<file path="config.mk">
export PLATFORM = sky130hd
export DESIGN_NAME = dchp_port
export DESIGN_NICKNAME = d
export VERILOG_FILES = /design/src/rtl/dchp_pkg.sv /design/src/rtl/dchp_port.sv /design/src/rtl/dchp_sync.sv /design/src/rtl/dchp_host_port.sv
export SDC_FILE = /design/constraint.sdc
export NUM_CORES = 1
export LEC_CHECK = 0
export ABC_AREA = 1
export BUFFER_PORTS_ARGS = -buffer_cell sky130_fd_sc_hd__buf_2
export CAP_MARGIN = 30
export CORE_ASPECT_RATIO = 0.9
export CORE_MARGIN = 5
export CORE_UTILIZATION = 40
export CTS_BUF_LIST = sky130_fd_sc_hd__clkbuf_16
export CTS_CLUSTER_SIZE = 24
export DETAILED_ROUTE_END_ITERATION = 12
export PLACE_DENSITY = 0.73
export SYNTH_ARGS = -nofsm -noshare
export SYNTH_HDL_FRONTEND = slang
export SYNTH_SLANG_ARGS = --single-unit
export TNS_END_PERCENT = 30
</file>
<file path="constraint.sdc">
create_clock -name clk_sys_in -period 4.6 [get_ports clk_sys_in]
set_clock_uncertainty 0.1 [all_clocks]
set_input_delay 0.23 -clock clk_sys_in [delete_from_list [all_inputs] [get_ports clk_sys_in]]
set_output_delay 0.23 -clock clk_sys_in [all_outputs]
set_load 0.01 [all_outputs]
</file>
<file path="src/rtl/dchp_pkg.sv">
// Shared constants and carrier types for the disk controller host and DMA port.
package dchp_pkg;

  localparam int BYTE_W = 8;
  localparam int PTR_W = 6;
  localparam int SECTOR_BYTES_DEF = 512;

  // Register pointer values that the port decodes itself.
  localparam logic [PTR_W-1:0] REG_DRIVE_STATUS = 6'h04;
  localparam logic [PTR_W-1:0] REG_XFER_STATUS = 6'h05;

  // Bit positions inside the readable bytes.
  localparam int DRV_READY_BIT = 6;
  localparam int DRV_SELECTED_BIT = 7;
  localparam int XFER_OVERRUN_BIT = 1;
  localparam int STAT_SHARED_A_BIT = 2;
  localparam int STAT_SHARED_B_BIT = 1;
  localparam int STAT_BUSY_BIT = 0;

  localparam logic [BYTE_W-1:0] BYTE_ZERO = 8'h00;
  localparam logic PORT_POINTER = 1'b0;
  localparam logic PORT_DATA = 1'b1;

  // Drive-side pins, all asynchronous to the buffer clock.
  typedef struct packed {
    logic index;
    logic sector;
    logic ready;
    logic selected;
    logic shared_a;
    logic shared_b;
  } dchp_pins_t;

  // One processor register cycle as seen on the pins.
  typedef struct packed {
    logic select_n;
    logic location;
    logic write_not_read;
    logic [BYTE_W-1:0] data;
  } dchp_cpu_t;

  // A register write leaving the port for the rest of the chip.
  typedef struct packed {
    logic strobe;
    logic [PTR_W-1:0] addr;
    logic [BYTE_W-1:0] data;
  } dchp_wr_t;

  typedef enum logic [1:0] {
    DCHP_IDLE,
    DCHP_WAIT_SECTOR,
    DCHP_XFER
  } dchp_state_t;

endpackage : dchp_pkg

</file>
<file path="src/rtl/dchp_port.sv">
// Top of the host and buffer port: DMA handshake, register port and drive inputs.
`timescale 1ns/1ps
module dchp_port #(
  parameter int SECTOR_BYTES = dchp_pkg::SECTOR_BYTES_DEF
) (
  input wire logic clk_sys_in,
  input wire logic rst_n_in,
  input wire logic acknowledge_n_in,
  input wire logic stop_n_in,
  input wire logic port_location_select_in,
  input wire logic register_access_select_n_in,
  input wire logic write_not_read_in,
  input wire logic [dchp_pkg::BYTE_W-1:0] byte_bus_in,
  input wire dchp_pkg::dchp_pins_t drive_pins_in,
  input wire logic op_start_in,
  input wire logic op_write_in,
  input wire logic disk_byte_valid_in,
  input wire logic [dchp_pkg::BYTE_W-1:0] disk_byte_in,
  input wire logic disk_byte_take_in,
  output logic request_n_out,
  output logic [dchp_pkg::BYTE_W-1:0] byte_bus_out,
  output logic byte_bus_oe_out,
  output logic busy_out,
  output logic [dchp_pkg::BYTE_W-1:0] disk_byte_out,
  output logic sector_start_out,
  output logic [dchp_pkg::BYTE_W-1:0] sector_number_out,
  output dchp_pkg::dchp_wr_t reg_write_out
);

  localparam int CNT_W = $clog2(SECTOR_BYTES + 1);
  localparam logic [CNT_W-1:0] LAST_BYTE = CNT_W'(SECTOR_BYTES - 1);

  dchp_pkg::dchp_state_t state_reg;
  dchp_pkg::dchp_pins_t pin_level;
  dchp_pkg::dchp_pins_t pin_rise;
  dchp_pkg::dchp_cpu_t cpu;
  logic write_op_reg;
  logic stop_seen_reg;
  logic overrun_reg;
  logic hold_valid_reg;
  logic [dchp_pkg::BYTE_W-1:0] hold_byte_reg;
  logic [CNT_W-1:0] byte_count_reg;
  logic request_n_reg;
  logic [dchp_pkg::BYTE_W-1:0] bus_data_reg;
  logic bus_oe_reg;
  logic sector_start_reg;
  logic [dchp_pkg::BYTE_W-1:0] sector_number_reg;
  logic [dchp_pkg::BYTE_W-1:0] disk_byte_reg;
  logic ack_cycle;
  logic disk_step;
  logic sector_end;
  logic op_end;
  logic busy_reg;
  logic sector_edge;
  logic cpu_read;
  logic [dchp_pkg::BYTE_W-1:0] cpu_read_data;
  logic [dchp_pkg::BYTE_W-1:0] status_byte;
  logic [dchp_pkg::BYTE_W-1:0] drive_status_byte;
  logic [dchp_pkg::BYTE_W-1:0] xfer_status_byte;

  ////////////////////////////////////////////////////////////////////////////
  // Drive pins are asynchronous, so each passes two flops first.
  dchp_sync #(
    .WIDTH($bits(dchp_pkg::dchp_pins_t))
  ) u_pin_sync (
    .clk_sys_in(clk_sys_in),
    .rst_n_in(rst_n_in),
    .async_in(drive_pins_in),
    .level_out(pin_level),
    .rise_out(pin_rise)
  );

  assign cpu.select_n = register_access_select_n_in;
  assign cpu.location = port_location_select_in;
  assign cpu.write_not_read = write_not_read_in;
  assign cpu.data = byte_bus_in;

  dchp_host_port u_host_port (
    .clk_sys_in(clk_sys_in),
    .rst_n_in(rst_n_in),
    .cpu_in(cpu),
    .status_in(status_byte),
    .drive_status_in(drive_status_byte),
    .xfer_status_in(xfer_status_byte),
    .cpu_read_out(cpu_read),
    .cpu_read_data_out(cpu_read_data),
    .wr_out(reg_write_out)
  );

  ////////////////////////////////////////////////////////////////////////////
  // Readable bytes.
  always_comb
  begin
    status_byte = dchp_pkg::BYTE_ZERO;
    status_byte[dchp_pkg::STAT_SHARED_A_BIT] = pin_level.shared_a;
    status_byte[dchp_pkg::STAT_SHARED_B_BIT] = pin_level.shared_b;
    status_byte[dchp_pkg::STAT_BUSY_BIT] = busy_out;
    drive_status_byte = dchp_pkg::BYTE_ZERO;
    drive_status_byte[dchp_pkg::DRV_READY_BIT] = pin_level.ready;
    drive_status_byte[dchp_pkg::DRV_SELECTED_BIT] = pin_level.selected;
    xfer_status_byte = dchp_pkg::BYTE_ZERO;
    xfer_status_byte[dchp_pkg::XFER_OVERRUN_BIT] = overrun_reg;
  end

  ////////////////////////////////////////////////////////////////////////////
  // acknowledge sampled at the rising edge.
  // one sampled low level is one byte.
  assign ack_cycle = !acknowledge_n_in && state_reg == dchp_pkg::DCHP_XFER;
  assign disk_step = write_op_reg ? disk_byte_take_in : disk_byte_valid_in;
  assign sector_end = state_reg == dchp_pkg::DCHP_XFER && disk_step &&
                      byte_count_reg == LAST_BYTE;
  assign op_end = sector_end && (stop_seen_reg || overrun_reg);
  // hard sector pulse; the index pulse also starts a sector.
  assign sector_edge = pin_rise.index || pin_rise.sector;

  always_ff @(posedge clk_sys_in)
  begin
    if (!rst_n_in)
    begin
      sector_start_reg <= 1'b0;
      sector_number_reg <= dchp_pkg::BYTE_ZERO;
    end
    else
    begin
      sector_start_reg <= sector_edge;
      if (pin_rise.index)
        sector_number_reg <= dchp_pkg::BYTE_ZERO;
      else if (pin_rise.sector)
        sector_number_reg <= sector_number_reg + 8'h01;
    end
  end

  always_ff @(posedge clk_sys_in)
  begin
    if (!rst_n_in)
    begin
      state_reg <= dchp_pkg::DCHP_IDLE;
      busy_reg <= 1'b0;
    end
    else
    begin
      unique case (state_reg)
        dchp_pkg::DCHP_IDLE:
          if (op_start_in)
          begin
            state_reg <= dchp_pkg::DCHP_WAIT_SECTOR;
            busy_reg <= 1'b1;
          end
        dchp_pkg::DCHP_WAIT_SECTOR:
          if (sector_edge)
            state_reg <= dchp_pkg::DCHP_XFER;
        dchp_pkg::DCHP_XFER:
          if (op_end)
          begin
            state_reg <= dchp_pkg::DCHP_IDLE;
            busy_reg <= 1'b0;
          end
      endcase
    end
  end

  always_ff @(posedge clk_sys_in)
  begin
    if (!rst_n_in)
      write_op_reg <= 1'b0;
    else if (state_reg == dchp_pkg::DCHP_IDLE && op_start_in)
      write_op_reg <= op_write_in;
  end

  always_ff @(posedge clk_sys_in)
  begin
    if (!rst_n_in)
      stop_seen_reg <= 1'b0;
    else if (ack_cycle && !stop_n_in)
      stop_seen_reg <= 1'b1;
    else if (state_reg == dchp_pkg::DCHP_IDLE)
      stop_seen_reg <= 1'b0;
  end

  // set wins over the clear at a new start.
  always_ff @(posedge clk_sys_in)
  begin
    if (!rst_n_in)
      overrun_reg <= 1'b0;
    else if (state_reg == dchp_pkg::DCHP_XFER && !stop_seen_reg &&
             (write_op_reg ? disk_byte_take_in && !hold_valid_reg
                           : disk_byte_valid_in && hold_valid_reg && !ack_cycle))
      overrun_reg <= 1'b1;
    else if (state_reg == dchp_pkg::DCHP_IDLE && op_start_in)
      overrun_reg <= 1'b0;
  end

  always_ff @(posedge clk_sys_in)
  begin
    if (!rst_n_in)
      byte_count_reg <= '0;
    else if (state_reg != dchp_pkg::DCHP_XFER || sector_end)
      byte_count_reg <= '0;
    else if (disk_step)
      byte_count_reg <= byte_count_reg + CNT_W'(1);
  end

  ////////////////////////////////////////////////////////////////////////////
  // Holding byte between disk and buffer.
  always_ff @(posedge clk_sys_in)
  begin
    if (!rst_n_in)
    begin
      hold_valid_reg <= 1'b0;
      hold_byte_reg <= dchp_pkg::BYTE_ZERO;
    end
    else if (state_reg != dchp_pkg::DCHP_XFER)
      hold_valid_reg <= 1'b0;
    else if (write_op_reg)
    begin
      if (ack_cycle)
      begin
        hold_valid_reg <= 1'b1;
        hold_byte_reg <= byte_bus_in;
      end
      else if (disk_byte_take_in)
        hold_valid_reg <= 1'b0;
    end
    else
    begin
      // A late byte overwrites the held one; the lost byte is flagged unless a stop was seen, and is not kept.
      if (disk_byte_valid_in)
      begin
        hold_valid_reg <= 1'b1;
        hold_byte_reg <= disk_byte_in;
      end
      else if (ack_cycle)
        hold_valid_reg <= 1'b0;
    end
  end

  // the last byte stays until replaced, so padding repeats it.
  always_ff @(posedge clk_sys_in)
  begin
    if (!rst_n_in)
      disk_byte_reg <= dchp_pkg::BYTE_ZERO;
    else if (write_op_reg && disk_byte_take_in && hold_valid_reg)
      disk_byte_reg <= hold_byte_reg;
  end

  // request when a byte waits or is wanted.
  always_ff @(posedge clk_sys_in)
  begin
    if (!rst_n_in)
      request_n_reg <= 1'b1;
    // Released on the ending step too, so no request outlives busy.
    else if (ack_cycle || stop_seen_reg || op_end || state_reg != dchp_pkg::DCHP_XFER)
      request_n_reg <= 1'b1;
    else
      request_n_reg <= write_op_reg ? hold_valid_reg : !hold_valid_reg;
  end

  // read byte driven for the acknowledged byte.
  // bus levels change only at the clock edge.
  always_ff @(posedge clk_sys_in)
  begin
    if (!rst_n_in)
    begin
      bus_oe_reg <= 1'b0;
      bus_data_reg <= dchp_pkg::BYTE_ZERO;
    end
    else if (ack_cycle && !write_op_reg)
    begin
      bus_oe_reg <= 1'b1;
      bus_data_reg <= hold_byte_reg;
    end
    else
    begin
      bus_oe_reg <= cpu_read && acknowledge_n_in;
      bus_data_reg <= cpu_read_data;
    end
  end

  assign request_n_out = request_n_reg;
  assign byte_bus_out = bus_data_reg;
  assign byte_bus_oe_out = bus_oe_reg;
  assign busy_out = busy_reg;
  assign disk_byte_out = disk_byte_reg;
  assign sector_start_out = sector_start_reg;
  assign sector_number_out = sector_number_reg;

endmodule : dchp_port

</file>
<file path="src/rtl/dchp_sync.sv">
// Two-flop synchroniser with a rising edge detector behind it.
`timescale 1ns/1ps
module dchp_sync #(
  parameter int WIDTH = 6
) (
  input wire logic clk_sys_in,
  input wire logic rst_n_in,
  input wire logic [WIDTH-1:0] async_in,
  output logic [WIDTH-1:0] level_out,
  output logic [WIDTH-1:0] rise_out
);

  logic [WIDTH-1:0] meta_reg;
  logic [WIDTH-1:0] level_reg;
  logic [WIDTH-1:0] prev_reg;

  // Only the second flop and beyond are read, so the first may go metastable.
  always_ff @(posedge clk_sys_in)
  begin
    if (!rst_n_in)
    begin
      meta_reg <= '0;
      level_reg <= '0;
      prev_reg <= '0;
    end
    else
    begin
      meta_reg <= async_in;
      level_reg <= meta_reg;
      prev_reg <= level_reg;
    end
  end

  assign level_out = level_reg;
  assign rise_out = level_reg & ~prev_reg;

endmodule : dchp_sync

</file>
<file path="src/rtl/dchp_host_port.sv">
// Processor register port: pointer, data location decode and read selection.
`timescale 1ns/1ps
module dchp_host_port (
  input wire logic clk_sys_in,
  input wire logic rst_n_in,
  input wire dchp_pkg::dchp_cpu_t cpu_in,
  input wire logic [dchp_pkg::BYTE_W-1:0] status_in,
  input wire logic [dchp_pkg::BYTE_W-1:0] drive_status_in,
  input wire logic [dchp_pkg::BYTE_W-1:0] xfer_status_in,
  output logic cpu_read_out,
  output logic [dchp_pkg::BYTE_W-1:0] cpu_read_data_out,
  output dchp_pkg::dchp_wr_t wr_out
);

  logic [dchp_pkg::PTR_W-1:0] pointer_reg;
  logic cpu_write;

  assign cpu_write = !cpu_in.select_n && !cpu_in.write_not_read;
  assign cpu_read_out = !cpu_in.select_n && cpu_in.write_not_read;

  ////////////////////////////////////////////////////////////////////////////
  // pointer written at low location.
  always_ff @(posedge clk_sys_in)
  begin
    if (!rst_n_in)
      pointer_reg <= '0;
    else if (cpu_write && cpu_in.location == dchp_pkg::PORT_POINTER)
      pointer_reg <= cpu_in.data[dchp_pkg::PTR_W-1:0];
  end

  always_ff @(posedge clk_sys_in)
  begin
    if (!rst_n_in)
      wr_out <= '0;
    else
    begin
      wr_out.strobe <= cpu_write && cpu_in.location == dchp_pkg::PORT_DATA;
      wr_out.addr <= pointer_reg;
      wr_out.data <= cpu_in.data;
    end
  end

  // low reads status, high reads drive or transfer status by pointer, else zero.
  always_comb
  begin
    cpu_read_data_out = dchp_pkg::BYTE_ZERO;
    if (cpu_in.location == dchp_pkg::PORT_POINTER)
      cpu_read_data_out = status_in;
    else if (pointer_reg == dchp_pkg::REG_DRIVE_STATUS)
      cpu_read_data_out = drive_status_in;
    else if (pointer_reg == dchp_pkg::REG_XFER_STATUS)
      cpu_read_data_out = xfer_status_in;
  end

endmodule : dchp_host_port

</file>
==> results_dict.tcl, run 1 <==
set metrics [dict create \
    status "completed" \
    drtPass1Iterations 5 \
    multiInputGateArea_sq_um 1251 \
    first_global_vias 2798 \
    critPathBufInv 3 \
    final_cycle_utilization_of_the_critical_path 0.4175 \
    final_nets 563 \
    slew_viol_final 0 \
    synth_fp_nets 478 \
    dpl.hpwl_mm 5.752 \
    critical_path.startpoint_type "flip-flop" \
    kind_of_critical_path "flip-flop to flip-flop" \
    clock_tree.root_cell "sky130_fd_sc_hd__clkbuf_16" \
    tritoncts_num_sinks 87 \
    clock_path_buffers 2 \
    maximum_single_stage_delay_on_the_critical_path_ns 0.34 \
    sum_of_negative_setup_slack_ns 0 \
    power_frac_comb 0.143 \
    setup_viol 0 \
    proportion_of_layout_cells_with_a_drive_suffix_above_1 0.2023 \
    synth.distinct_cells 29 \
    worstPathCellList "inv_1 -> ha_1 -> inv_2 -> nor2_4 -> inv_2 -> o21ai_2 -> nand2_2 -> o21ai_0 -> a21oi_1" \
    post_cts_buffers 0 \
    flip_flop_and_latch_area_sq_um 1742 \
    cts_tree "built" \
    wl_per_cell_um 12.61 \
    post_synth_instance_area_sq_um 3332 \
    synth-edff-count 0 \
    drc_errors 0 \
    antenna_found_initial 0 \
    grt_first_pass_wirelength_mm 12.70 \
    grt_overflow 0 \
    synth_seq_area_share 0.5227 \
    syn_to_final_growth_pct 27.19 \
    avgSynthCellArea_sq_um 7.590 \
    timing_hold_violations_final 0 \
    detailedRoute.firstIterationViolations 209 \
    proportion_of_total_power_due_to_net_switching 0.2596 \
    ctsHtreeMaxLevel 3 \
    cpMostUsedCell "sky130_fd_sc_hd__inv_2" \
    p_sw_mw 0.5231 \
    seqPwrFrac 0.416 \
    timing.fmax_ghz 0.5207 \
    worstPathArrival_ns 2.04 \
    max_cap_violations 0 \
    leakagePower_nw 2.091 \
    largest_register_ff_count 15 \
    worst_hold_class "input pin to flip-flop" \
    largest_net_degree_at_the_start_of_global_routing 39 \
    async_flop_share 0 \
    cts_hold_buf 8 \
    fp.dieH_um 96.59 \
    rsz0062_at_grt "false" \
    cp_top_family "compound AO/OA/AOI/OAI gates" \
    synth.yosys.warnings 0 \
    start_util 0.4110 \
    clock_power_share 0.442 \
    cts-buffers-inserted 9 \
    full_die_area_sq_um 10260 \
    totalWireLength_mm 7.916 \
    power.ir.vdd_worst_uv 303.5 \
    crit_required_ns 4.72 \
    critPathSlowestCell "sky130_fd_sc_hd__dfxtp_1" \
    timing_worst_slew_pin_value_ns 0.6172 \
    power.total_mw 2.015 \
    number_of_top_level_pins 76 \
    synth_cells 439 \
    die_x_um 106.2 \
    clk_transition_reported_paths_ns 0.06 \
    drt.antenna.violating_nets 0 \
    ys_seq_elements 87 \
    track_usage 0.1584 \
    floorplan.core_area_sq_um 8107 \
    crit_fanout 15 \
    finalCriticalPeriod_ns 1.921 \
    intPower_mw 1.492 \
    post_cts_resized 0 \
    std_cell_rows 31 \
    nFillCells 753 \
    crit_path_end_kind "flip-flop" \
    gp_congestion 0.8296 \
    power_per_cell_area_nw_per_um2 475.6 \
    worstSkewPairLatency_ns 0.34 \
    vias_post_dr 2921 \
    port_buffers 75 \
    synthFlopType "sky130_fd_sc_hd__dfxtp_1" \
    detail_route.vias_per_cell 4.651 \
    num_antenna_cells 0 \
    timing.max_slew.rel_slack 0.5886 \
]
==> cell usage after synthesis (2+ instances only) <==
library cell               number  area, sq um
sky130_fd_sc_hd__nor2_1        41        153.9
sky130_fd_sc_hd__nand2_2        3        18.77
sky130_fd_sc_hd__nand3b_1       3        22.52
sky130_fd_sc_hd__inv_2          4        15.01
sky130_fd_sc_hd__clkbuf_1       3        11.26
sky130_fd_sc_hd__xnor2_1        2        17.52
sky130_fd_sc_hd__or2_2          4        25.02
sky130_fd_sc_hd__nand2_1      103        386.6
sky130_fd_sc_hd__nand3_1       17        85.08
sky130_fd_sc_hd__xor2_1         2        17.52
sky130_fd_sc_hd__o21ai_0       21        105.1
sky130_fd_sc_hd__buf_1          2        7.510
sky130_fd_sc_hd__buf_2          4        20.02
sky130_fd_sc_hd__a21oi_1       44        220.2
sky130_fd_sc_hd__ha_1           6        75.07
sky130_fd_sc_hd__inv_1         73        274.0
sky130_fd_sc_hd__o21ai_1        4        20.02
sky130_fd_sc_hd__nand4_1        3        18.77
sky130_fd_sc_hd__nor3_1         4        20.02
sky130_fd_sc_hd__dfxtp_1       87         1742
==> worst reg2reg max path, cell delays in order (launching register included) <==
cell	delay [ns]
sky130_fd_sc_hd__dfxtp_1	0.34
sky130_fd_sc_hd__inv_1	0.10
sky130_fd_sc_hd__ha_1	0.32
sky130_fd_sc_hd__inv_2	0.10
sky130_fd_sc_hd__nor2_4	0.12
sky130_fd_sc_hd__inv_2	0.05
sky130_fd_sc_hd__o21ai_2	0.14
sky130_fd_sc_hd__nand2_2	0.19
sky130_fd_sc_hd__o21ai_0	0.27
sky130_fd_sc_hd__a21oi_1	0.07
==> logic make-up (layout without fill, tap and decap cells) <==
logic type                 count (synthesis)  in the layout  share of synthesized area
xor gates and xnor gates                   4              4                    0.01052
buffers and inverters                     87            177                     0.1018
DFF                                       87             87                     0.5227
adders and majority gates                  6              6                    0.02253
AOI/OAI and AO/OA                         74             74                     0.1149
and+or+nand+nor                          181            181                     0.2276
==> layout make-up <==
cell class,instances,share of cell area
Clock buffer,9,0.05314
Clock inverter,7,0.03395
Inverter,77,0.06820
Multi-Input combinational cell,265,0.2952
Sequential cell,87,0.4110
Tap cell,99,0.02923
Timing Repair Buffer,84,0.1092
==> power groups by stage <==
stage	logic, mW	registers, mW	clock network [mW]
floorplan	0.203	0.849	0
global placement	0.271	0.851	0
detailed placement	0.280	0.854	0
CTS	0.288	0.837	0.905
global route	0.334	0.844	0.938
finish	0.288	0.838	0.890
==> per-layer routing <==
| layer | global-route usage | wire length (um) |
|---|---|---|
| met3 | 0.05050 | 561 |
| met5 | 0 | 0 |
| met4 | 0.05717 | 117 |
| met1 | 0.2010 | 3584 |
| met2 | 0.2553 | 3653 |
==> through the flow <==
stage / setup slack, ns / hold WS (ns) / cells / instance area, sq um / util
floorplan: 3.006 / 0.2068 / 439 / 3332 / -
global placement: 2.804 / 0.2926 / 604 / 3789 / 0.4674
detailed placement: 2.741 / 0.2966 / 604 / 3789 / 0.4674
CTS: 2.688 / 0.0004750 / 628 / 4238 / 0.5228
global route: 2.491 / 0.01488 / 628 / 4238 / 0.5228
finish: 2.679 / 0.01080 / 628 / 4238 / 0.5228
==> layout by cell type (no fill, tap or decap), types with 2 or more instances in the layout <==
| master | n |
|---|---|
| sky130_fd_sc_hd__clkbuf_16 | 9 |
| sky130_fd_sc_hd__nand3b_1 | 3 |
| sky130_fd_sc_hd__o21ai_1 | 4 |
| sky130_fd_sc_hd__o21ai_0 | 21 |
| sky130_fd_sc_hd__clkinvlp_4 | 2 |
| sky130_fd_sc_hd__dlygate4sd3_1 | 8 |
| sky130_fd_sc_hd__nand3_1 | 17 |
| sky130_fd_sc_hd__inv_1 | 73 |
| sky130_fd_sc_hd__nor2_1 | 41 |
| sky130_fd_sc_hd__inv_2 | 4 |
| sky130_fd_sc_hd__dfxtp_1 | 87 |
| sky130_fd_sc_hd__xor2_1 | 2 |
| sky130_fd_sc_hd__nand2_1 | 103 |
| sky130_fd_sc_hd__nor3_1 | 4 |
| sky130_fd_sc_hd__a21oi_1 | 44 |
| sky130_fd_sc_hd__nand2_2 | 3 |
| sky130_fd_sc_hd__ha_1 | 6 |
| sky130_fd_sc_hd__bufinv_16 | 4 |
| sky130_fd_sc_hd__nand4_1 | 3 |
| sky130_fd_sc_hd__buf_2 | 75 |
| sky130_fd_sc_hd__xnor2_1 | 2 |
| sky130_fd_sc_hd__or2_2 | 4 |
==> worst paths after layout <==
path | depth (start not counted) | startpoint | slack [ns] | to
setup / recovery | 9 | state_reg[0] | 2.68 | hold_byte_reg[0]
hold / removal | 3 | byte_bus_in[7] | 0.01 | u_host_port.wr_out[7]
setup reg to reg | 9 | state_reg[0] | 2.68 | hold_byte_reg[0]
hold reg to reg | 2 | u_pin_sync.meta_reg[2] | 0.31 | u_pin_sync.level_out[2]
Note: power is estimated with default switching activity, not from simulation.
==> inputs of run 2 (changes only) <==
- clock period: 4.6 -> 2 ns (I/O delays scaled with it)
==> run 2 against run 1 <==
Effect of this change: die area unchanged; clock power up 84%; maximum frequency grew 7.3%.
==> results_dict.tcl, run 2 (synthesized netlist as in run 1, its figures left out) <==
set metrics [dict create \
    status "completed" \
    timing_hold_violations_final 0 \
    layout.cells.most_common "sky130_fd_sc_hd__nand2_1" \
    top_usage_layer "met2" \
    worst_setup_path_endpoint "hold_byte_reg[4]" \
    grtUsageMet1 0.2040 \
    use_met3 0.04518 \
    flip_flop_and_latch_area_sq_um 1743 \
    power.ir.vdd_worst_uv 443.8 \
    crit_required_ns 2.12 \
    vias_post_dr 3023 \
    clk_transition_reported_paths_ns 0.07 \
    layout.cells.most_common_list "sky130_fd_sc_hd__nand2_1 (103), sky130_fd_sc_hd__dfxtp_1 (86), sky130_fd_sc_hd__buf_2 (75), sky130_fd_sc_hd__inv_1 (73), sky130_fd_sc_hd__a21oi_1 (44)" \
    totalWireLength_mm 8.138 \
    antenna_found_initial 0 \
    clock_path_buffers 2 \
    proportion_of_layout_cells_with_a_drive_suffix_above_1 0.2059 \
    dpl.hpwl_mm 5.982 \
    placed_cells 607 \
    full_die_area_sq_um 10260 \
    grt_first_pass_wirelength_mm 13.12 \
    timing.fmax_ghz 0.5587 \
    final_cell_count_no_fill 643 \
    cts-buffers-inserted 9 \
    fp.dieH_um 96.59 \
    kind_of_critical_path "flip-flop to flip-flop" \
    grt_overflow 0 \
    cts_tree "built" \
    critical_path.startpoint_type "flip-flop" \
    crit_fanout 15 \
    leakagePower_nw 2.131 \
    r2r_worst_path_depth 9 \
    worst_r2r_startpoint "state_reg[0]" \
    die_x_um 106.2 \
    gp_congestion 0.8358 \
    final_nets 578 \
    rsz0062_at_grt "false" \
    grt.met2_usage 0.2664 \
    tritoncts_num_sinks 87 \
    critPathLaunch "state_reg[0]" \
    first_global_vias 2821 \
    detailedRoute.firstIterationViolations 211 \
    final_cycle_utilization_of_the_critical_path 0.8949 \
    syn_to_final_growth_pct 29.40 \
    clock_tree.root_cell "sky130_fd_sc_hd__clkbuf_16" \
    timing.max_slew.rel_slack 0.6137 \
    multiInputGateArea_sq_um 1254 \
    max_cap_violations 0 \
    worst_hold_class "input pin to flip-flop" \
    crit_path_end_kind "flip-flop" \
    finalCriticalPeriod_ns 1.790 \
    setup_viol 0 \
    drc_errors 0 \
    r2r_slack_ns 0.21 \
    wl_per_cell_um 12.66 \
    finalCoreUtilization 0.5319 \
    largest_register_ff_count 15 \
    port_buffers 75 \
    floorplan.core_area_sq_um 8107 \
    nFillCells 773 \
    sum_of_negative_setup_slack_ns 0 \
    start_util 0.4110 \
    worstSkewPairLatency_ns 0.34 \
    ctsHtreeMaxLevel 3 \
    rr_endpoint "hold_byte_reg[4]" \
    drt.antenna.violating_nets 0 \
    num_antenna_cells 0 \
    worstPathArrival_ns 1.91 \
    timing_worst_slew_pin_value_ns 0.5778 \
    track_usage 0.1627 \
    largest_net_degree_at_the_start_of_global_routing 19 \
    std_cell_rows 31 \
    number_of_top_level_pins 76 \
    drtPass1Iterations 5 \
    detail_route.vias_per_cell 4.701 \
    slew_viol_final 0 \
    power_per_cell_area_nw_per_um2 991.1 \
]
## run 2: metal layers
layer  wire length (um)  vias to the layer above
met5                  0                        -
met1               3652                     1345
met3                522                       12
met2               3794                       97
li1                   -                     1569
met4                167                        0
## run 2: how the worst min path moves through the flow
stage	from	end	slack (ns)	cells after the start
after global routing	rst_n_in	u_host_port.wr_out[7]	0.03	3
after CTS	rst_n_in	u_host_port.wr_out[7]	0.005	3
after global placement	drive_pins_in[5]	u_pin_sync.meta_reg[5]	0.18	3
final	rst_n_in	u_host_port.wr_out[7]	0.02	3
after detailed placement	drive_pins_in[5]	u_pin_sync.meta_reg[5]	0.19	3
after floorplan	write_not_read_in	u_host_port.wr_out[14]	0.08	1
## run 2: report_power, final
group	leakage (nW)	internal, mW	switching [mW]
combinational	1.27	0.265	0.442
clock	0.148	0.885	0.755
sequential	0.710	1.85	0.0797
## run 2: cell type report
cell class,count,share of cell area
clock inverters,7,0.01654
repair buffers,99,0.1405
well taps,99,0.02873
multi-input cells,265,0.2908
clock buffers,9,0.05223
flip-flops and latches,87,0.4042
inverters,77,0.06703
## run 2: per-stage QoR
step	total power, mW	hold WS [ns]	area, sq um	worst slack (ns)
final	4.273	0.01726	4312	0.2101
after global routing	4.507	0.03098	4312	0.02406
after CTS	4.317	0.005374	4308	0.1262
after detailed placement	2.621	0.1852	3811	0.1410
after global placement	2.586	0.1838	3811	0.2092
after floorplan	2.419	0.07679	3332	0.4057
## run 2: worst max-delay path, cell delays in order, from the launching register on
cell                      delay [ns]
sky130_fd_sc_hd__dfxtp_1        0.34
sky130_fd_sc_hd__inv_1          0.10
sky130_fd_sc_hd__ha_2           0.27
sky130_fd_sc_hd__inv_2          0.08
sky130_fd_sc_hd__nor2_4         0.11
sky130_fd_sc_hd__inv_2          0.06
sky130_fd_sc_hd__o21ai_2        0.15
sky130_fd_sc_hd__nand2_2        0.19
sky130_fd_sc_hd__o21ai_0        0.23
sky130_fd_sc_hd__a21oi_1        0.06
## run 2: repair_timing
action,4_1_cts,5_1_grt
resized for setup,0,2
hold endpoints to repair,24,0
setup endpoints to repair,0,15
hold buffers,20,0
setup buffers,0,0
==> inputs of run 3 (changes only) <==
- CORE_MARGIN: 5 -> unset
- CORE_UTILIZATION: 40 -> 53
- PLACE_DENSITY: 0.73 -> 0.9
- REMOVE_ABC_BUFFERS: unset -> 1
==> run 3 against run 2 <==
Effect of this change: via count grew 7.4%; power up 1.6%; sequential power about the same; critical path type unchanged; cell area shrank 0.93%; combinational power is 6.1% higher; non-clock buffer count did not move; flip-flop and latch count stayed put; largest power group unchanged; sequential share of layout area up 0.35 points; die area fell by 36%.
==> results_dict.tcl, run 3 (synthesized netlist as in run 1, its figures left out) <==
set metrics [dict create \
    drc_errors 0 \
    worstSkewPairLatency_ns 0.33 \
    gp_congestion 0.8120 \
    syn_to_final_growth_pct 28.20 \
    final_cell_count_no_fill 616 \
    detailedRoute.firstIterationViolations 302 \
    layout.cells.most_common_list "sky130_fd_sc_hd__nand2_1 (103), sky130_fd_sc_hd__dfxtp_1 (87), sky130_fd_sc_hd__buf_2 (75), sky130_fd_sc_hd__inv_1 (73), sky130_fd_sc_hd__a21oi_1 (44)" \
    ctsHtreeMaxLevel 3 \
    setup_viol 0 \
    intPower_mw 3.085 \
    timing.fmax_ghz 0.5466 \
    tritoncts_num_sinks 87 \
    largest_net_degree_at_the_start_of_global_routing 22 \
    cts_tree "built" \
    drt.antenna.violating_nets 0 \
    cp_top_family "simple AND/OR/NAND/NOR gates" \
    clock_path_buffers 2 \
    critPathSlowestCell "sky130_fd_sc_hd__dfxtp_1" \
    place_area_sq_um 3792 \
    start_util 0.5479 \
    post_cts_buffers 0 \
    layout.cells.most_common "sky130_fd_sc_hd__nand2_1" \
    final_cell_area_sq_um 4272 \
    placed_cells 582 \
    drtPass1Iterations 6 \
    kind_of_critical_path "flip-flop to flip-flop" \
    timing_worst_slew_pin_value_ns 0.4168 \
    cpMostUsedCell "sky130_fd_sc_hd__nand3_1" \
    proportion_of_total_power_due_to_net_switching 0.2890 \
    power_frac_comb 0.173 \
    clk_transition_reported_paths_ns 0.06 \
    largest_register_ff_count 15 \
    first_global_vias 3056 \
    die_x_um 85.58 \
    floorplan.core_area_sq_um 6081 \
    critical_path.startpoint_type "flip-flop" \
    detail_route.vias_per_cell 5.273 \
    totalWireLength_mm 8.370 \
    crit_path_end_kind "flip-flop" \
    num_antenna_cells 0 \
    std_cell_rows 27 \
    clock_tree.root_cell "sky130_fd_sc_hd__clkbuf_16" \
    max_cap_violations 0 \
    antenna_found_initial 0 \
    finalCriticalPeriod_ns 1.829 \
    vias_post_dr 3248 \
    final_cycle_utilization_of_the_critical_path 0.9147 \
    power_per_cell_area_nw_per_um2 1016 \
    clock_power_share 0.384 \
    proportion_of_layout_cells_with_a_drive_suffix_above_1 0.2059 \
    status "completed" \
    p_sw_mw 1.254 \
    critPathBufInv 0 \
    crit_required_ns 2.13 \
    grt_overflow 0 \
    power.ir.vdd_worst_uv 575.9 \
    seqPwrFrac 0.443 \
    wl_per_cell_um 13.59 \
    timing_hold_violations_final 0 \
    worst_slack_ns 0.1706 \
    crit_fanout 4 \
    final_nets 578 \
    timing.max_slew.rel_slack 0.7221 \
    worstPathCellList "ha_1 -> nand3_1 -> a21oi_1 -> nand3_1 -> nand2_1 -> nand3_1 -> nand2_1 -> nor2_1" \
    fp.dieH_um 77.22 \
    full_die_area_sq_um 6608 \
    number_of_top_level_pins 76 \
    track_usage 0.2710 \
    detailedPlace.worstSlack_ns 0.1584 \
    rsz0062_at_grt "false" \
    grt_first_pass_wirelength_mm 13.86 \
    port_buffers 75 \
    finalCoreUtilization 0.7025 \
    maximum_single_stage_delay_on_the_critical_path_ns 0.39 \
    sum_of_negative_setup_slack_ns 0 \
    dpl.hpwl_mm 5.316 \
    slew_viol_final 0 \
    cts-buffers-inserted 9 \
    worstPathArrival_ns 1.96 \
    leakagePower_nw 2.122 \
    worst_hold_class "input pin to flip-flop" \
]
[run 3: final cells by class]
cell class                      instances  area, sq um
Clock inverter                          7        71.32
Fill cell                             431         1809
Inverter                               77        289.0
Timing Repair Buffer                   99        600.6
Sequential cell                        87         1742
Tap cell                               72        90.09
Clock buffer                            9        225.2
Multi-Input combinational cell        265         1254
[run 3: power by group through the flow]
stage	registers (mW)	clock network, mW	logic, mW
after global routing	1.93	1.74	0.840
after CTS	1.92	1.67	0.724
final	1.92	1.67	0.750
after floorplan	1.96	0	0.430
after detailed placement	1.95	0	0.682
after global placement	1.95	0	0.641
[run 3: metal layers]
metal  GRT usage  wire [um]
met5           0          0
met1      0.3097       3335
met3     0.07643        600
met4      0.1533        396
met2      0.4528       4038
[run 3: repair_timing]
item,in CTS,in global routing
hold buffers,18,0
setup endpoints to repair,0,7
hold endpoints to repair,23,0
gates resized for setup,0,1
[run 3: final timing paths]
kind         cells past startpoint                    from                       to  slack [ns]
max reg2reg                      8       byte_count_reg[0]             state_reg[1]        0.17
max                              8       byte_count_reg[0]             state_reg[1]        0.17
min                              4      disk_byte_valid_in        byte_count_reg[1]        0.04
min reg2reg                      2  u_pin_sync.meta_reg[3]  u_pin_sync.level_out[3]        0.32
[run 3: per-stage QoR]
stage / power [mW] / hold slack [ns]
2_1_floorplan: 2.391 / 0.07679
3_3_place_gp: 2.589 / 0.1859
3_5_place_dp: 2.633 / 0.1848
4_1_cts: 4.308 / 0.008023
5_1_grt: 4.514 / 0.07610
6_report: 4.340 / 0.03905
[run 3: tightest hold or removal path, stage by stage]
cell,delay [ns]
sky130_fd_sc_hd__buf_2,0.10
sky130_fd_sc_hd__nand2_2,0.09
sky130_fd_sc_hd__nand3_1,0.08
sky130_fd_sc_hd__a21oi_1,0.06
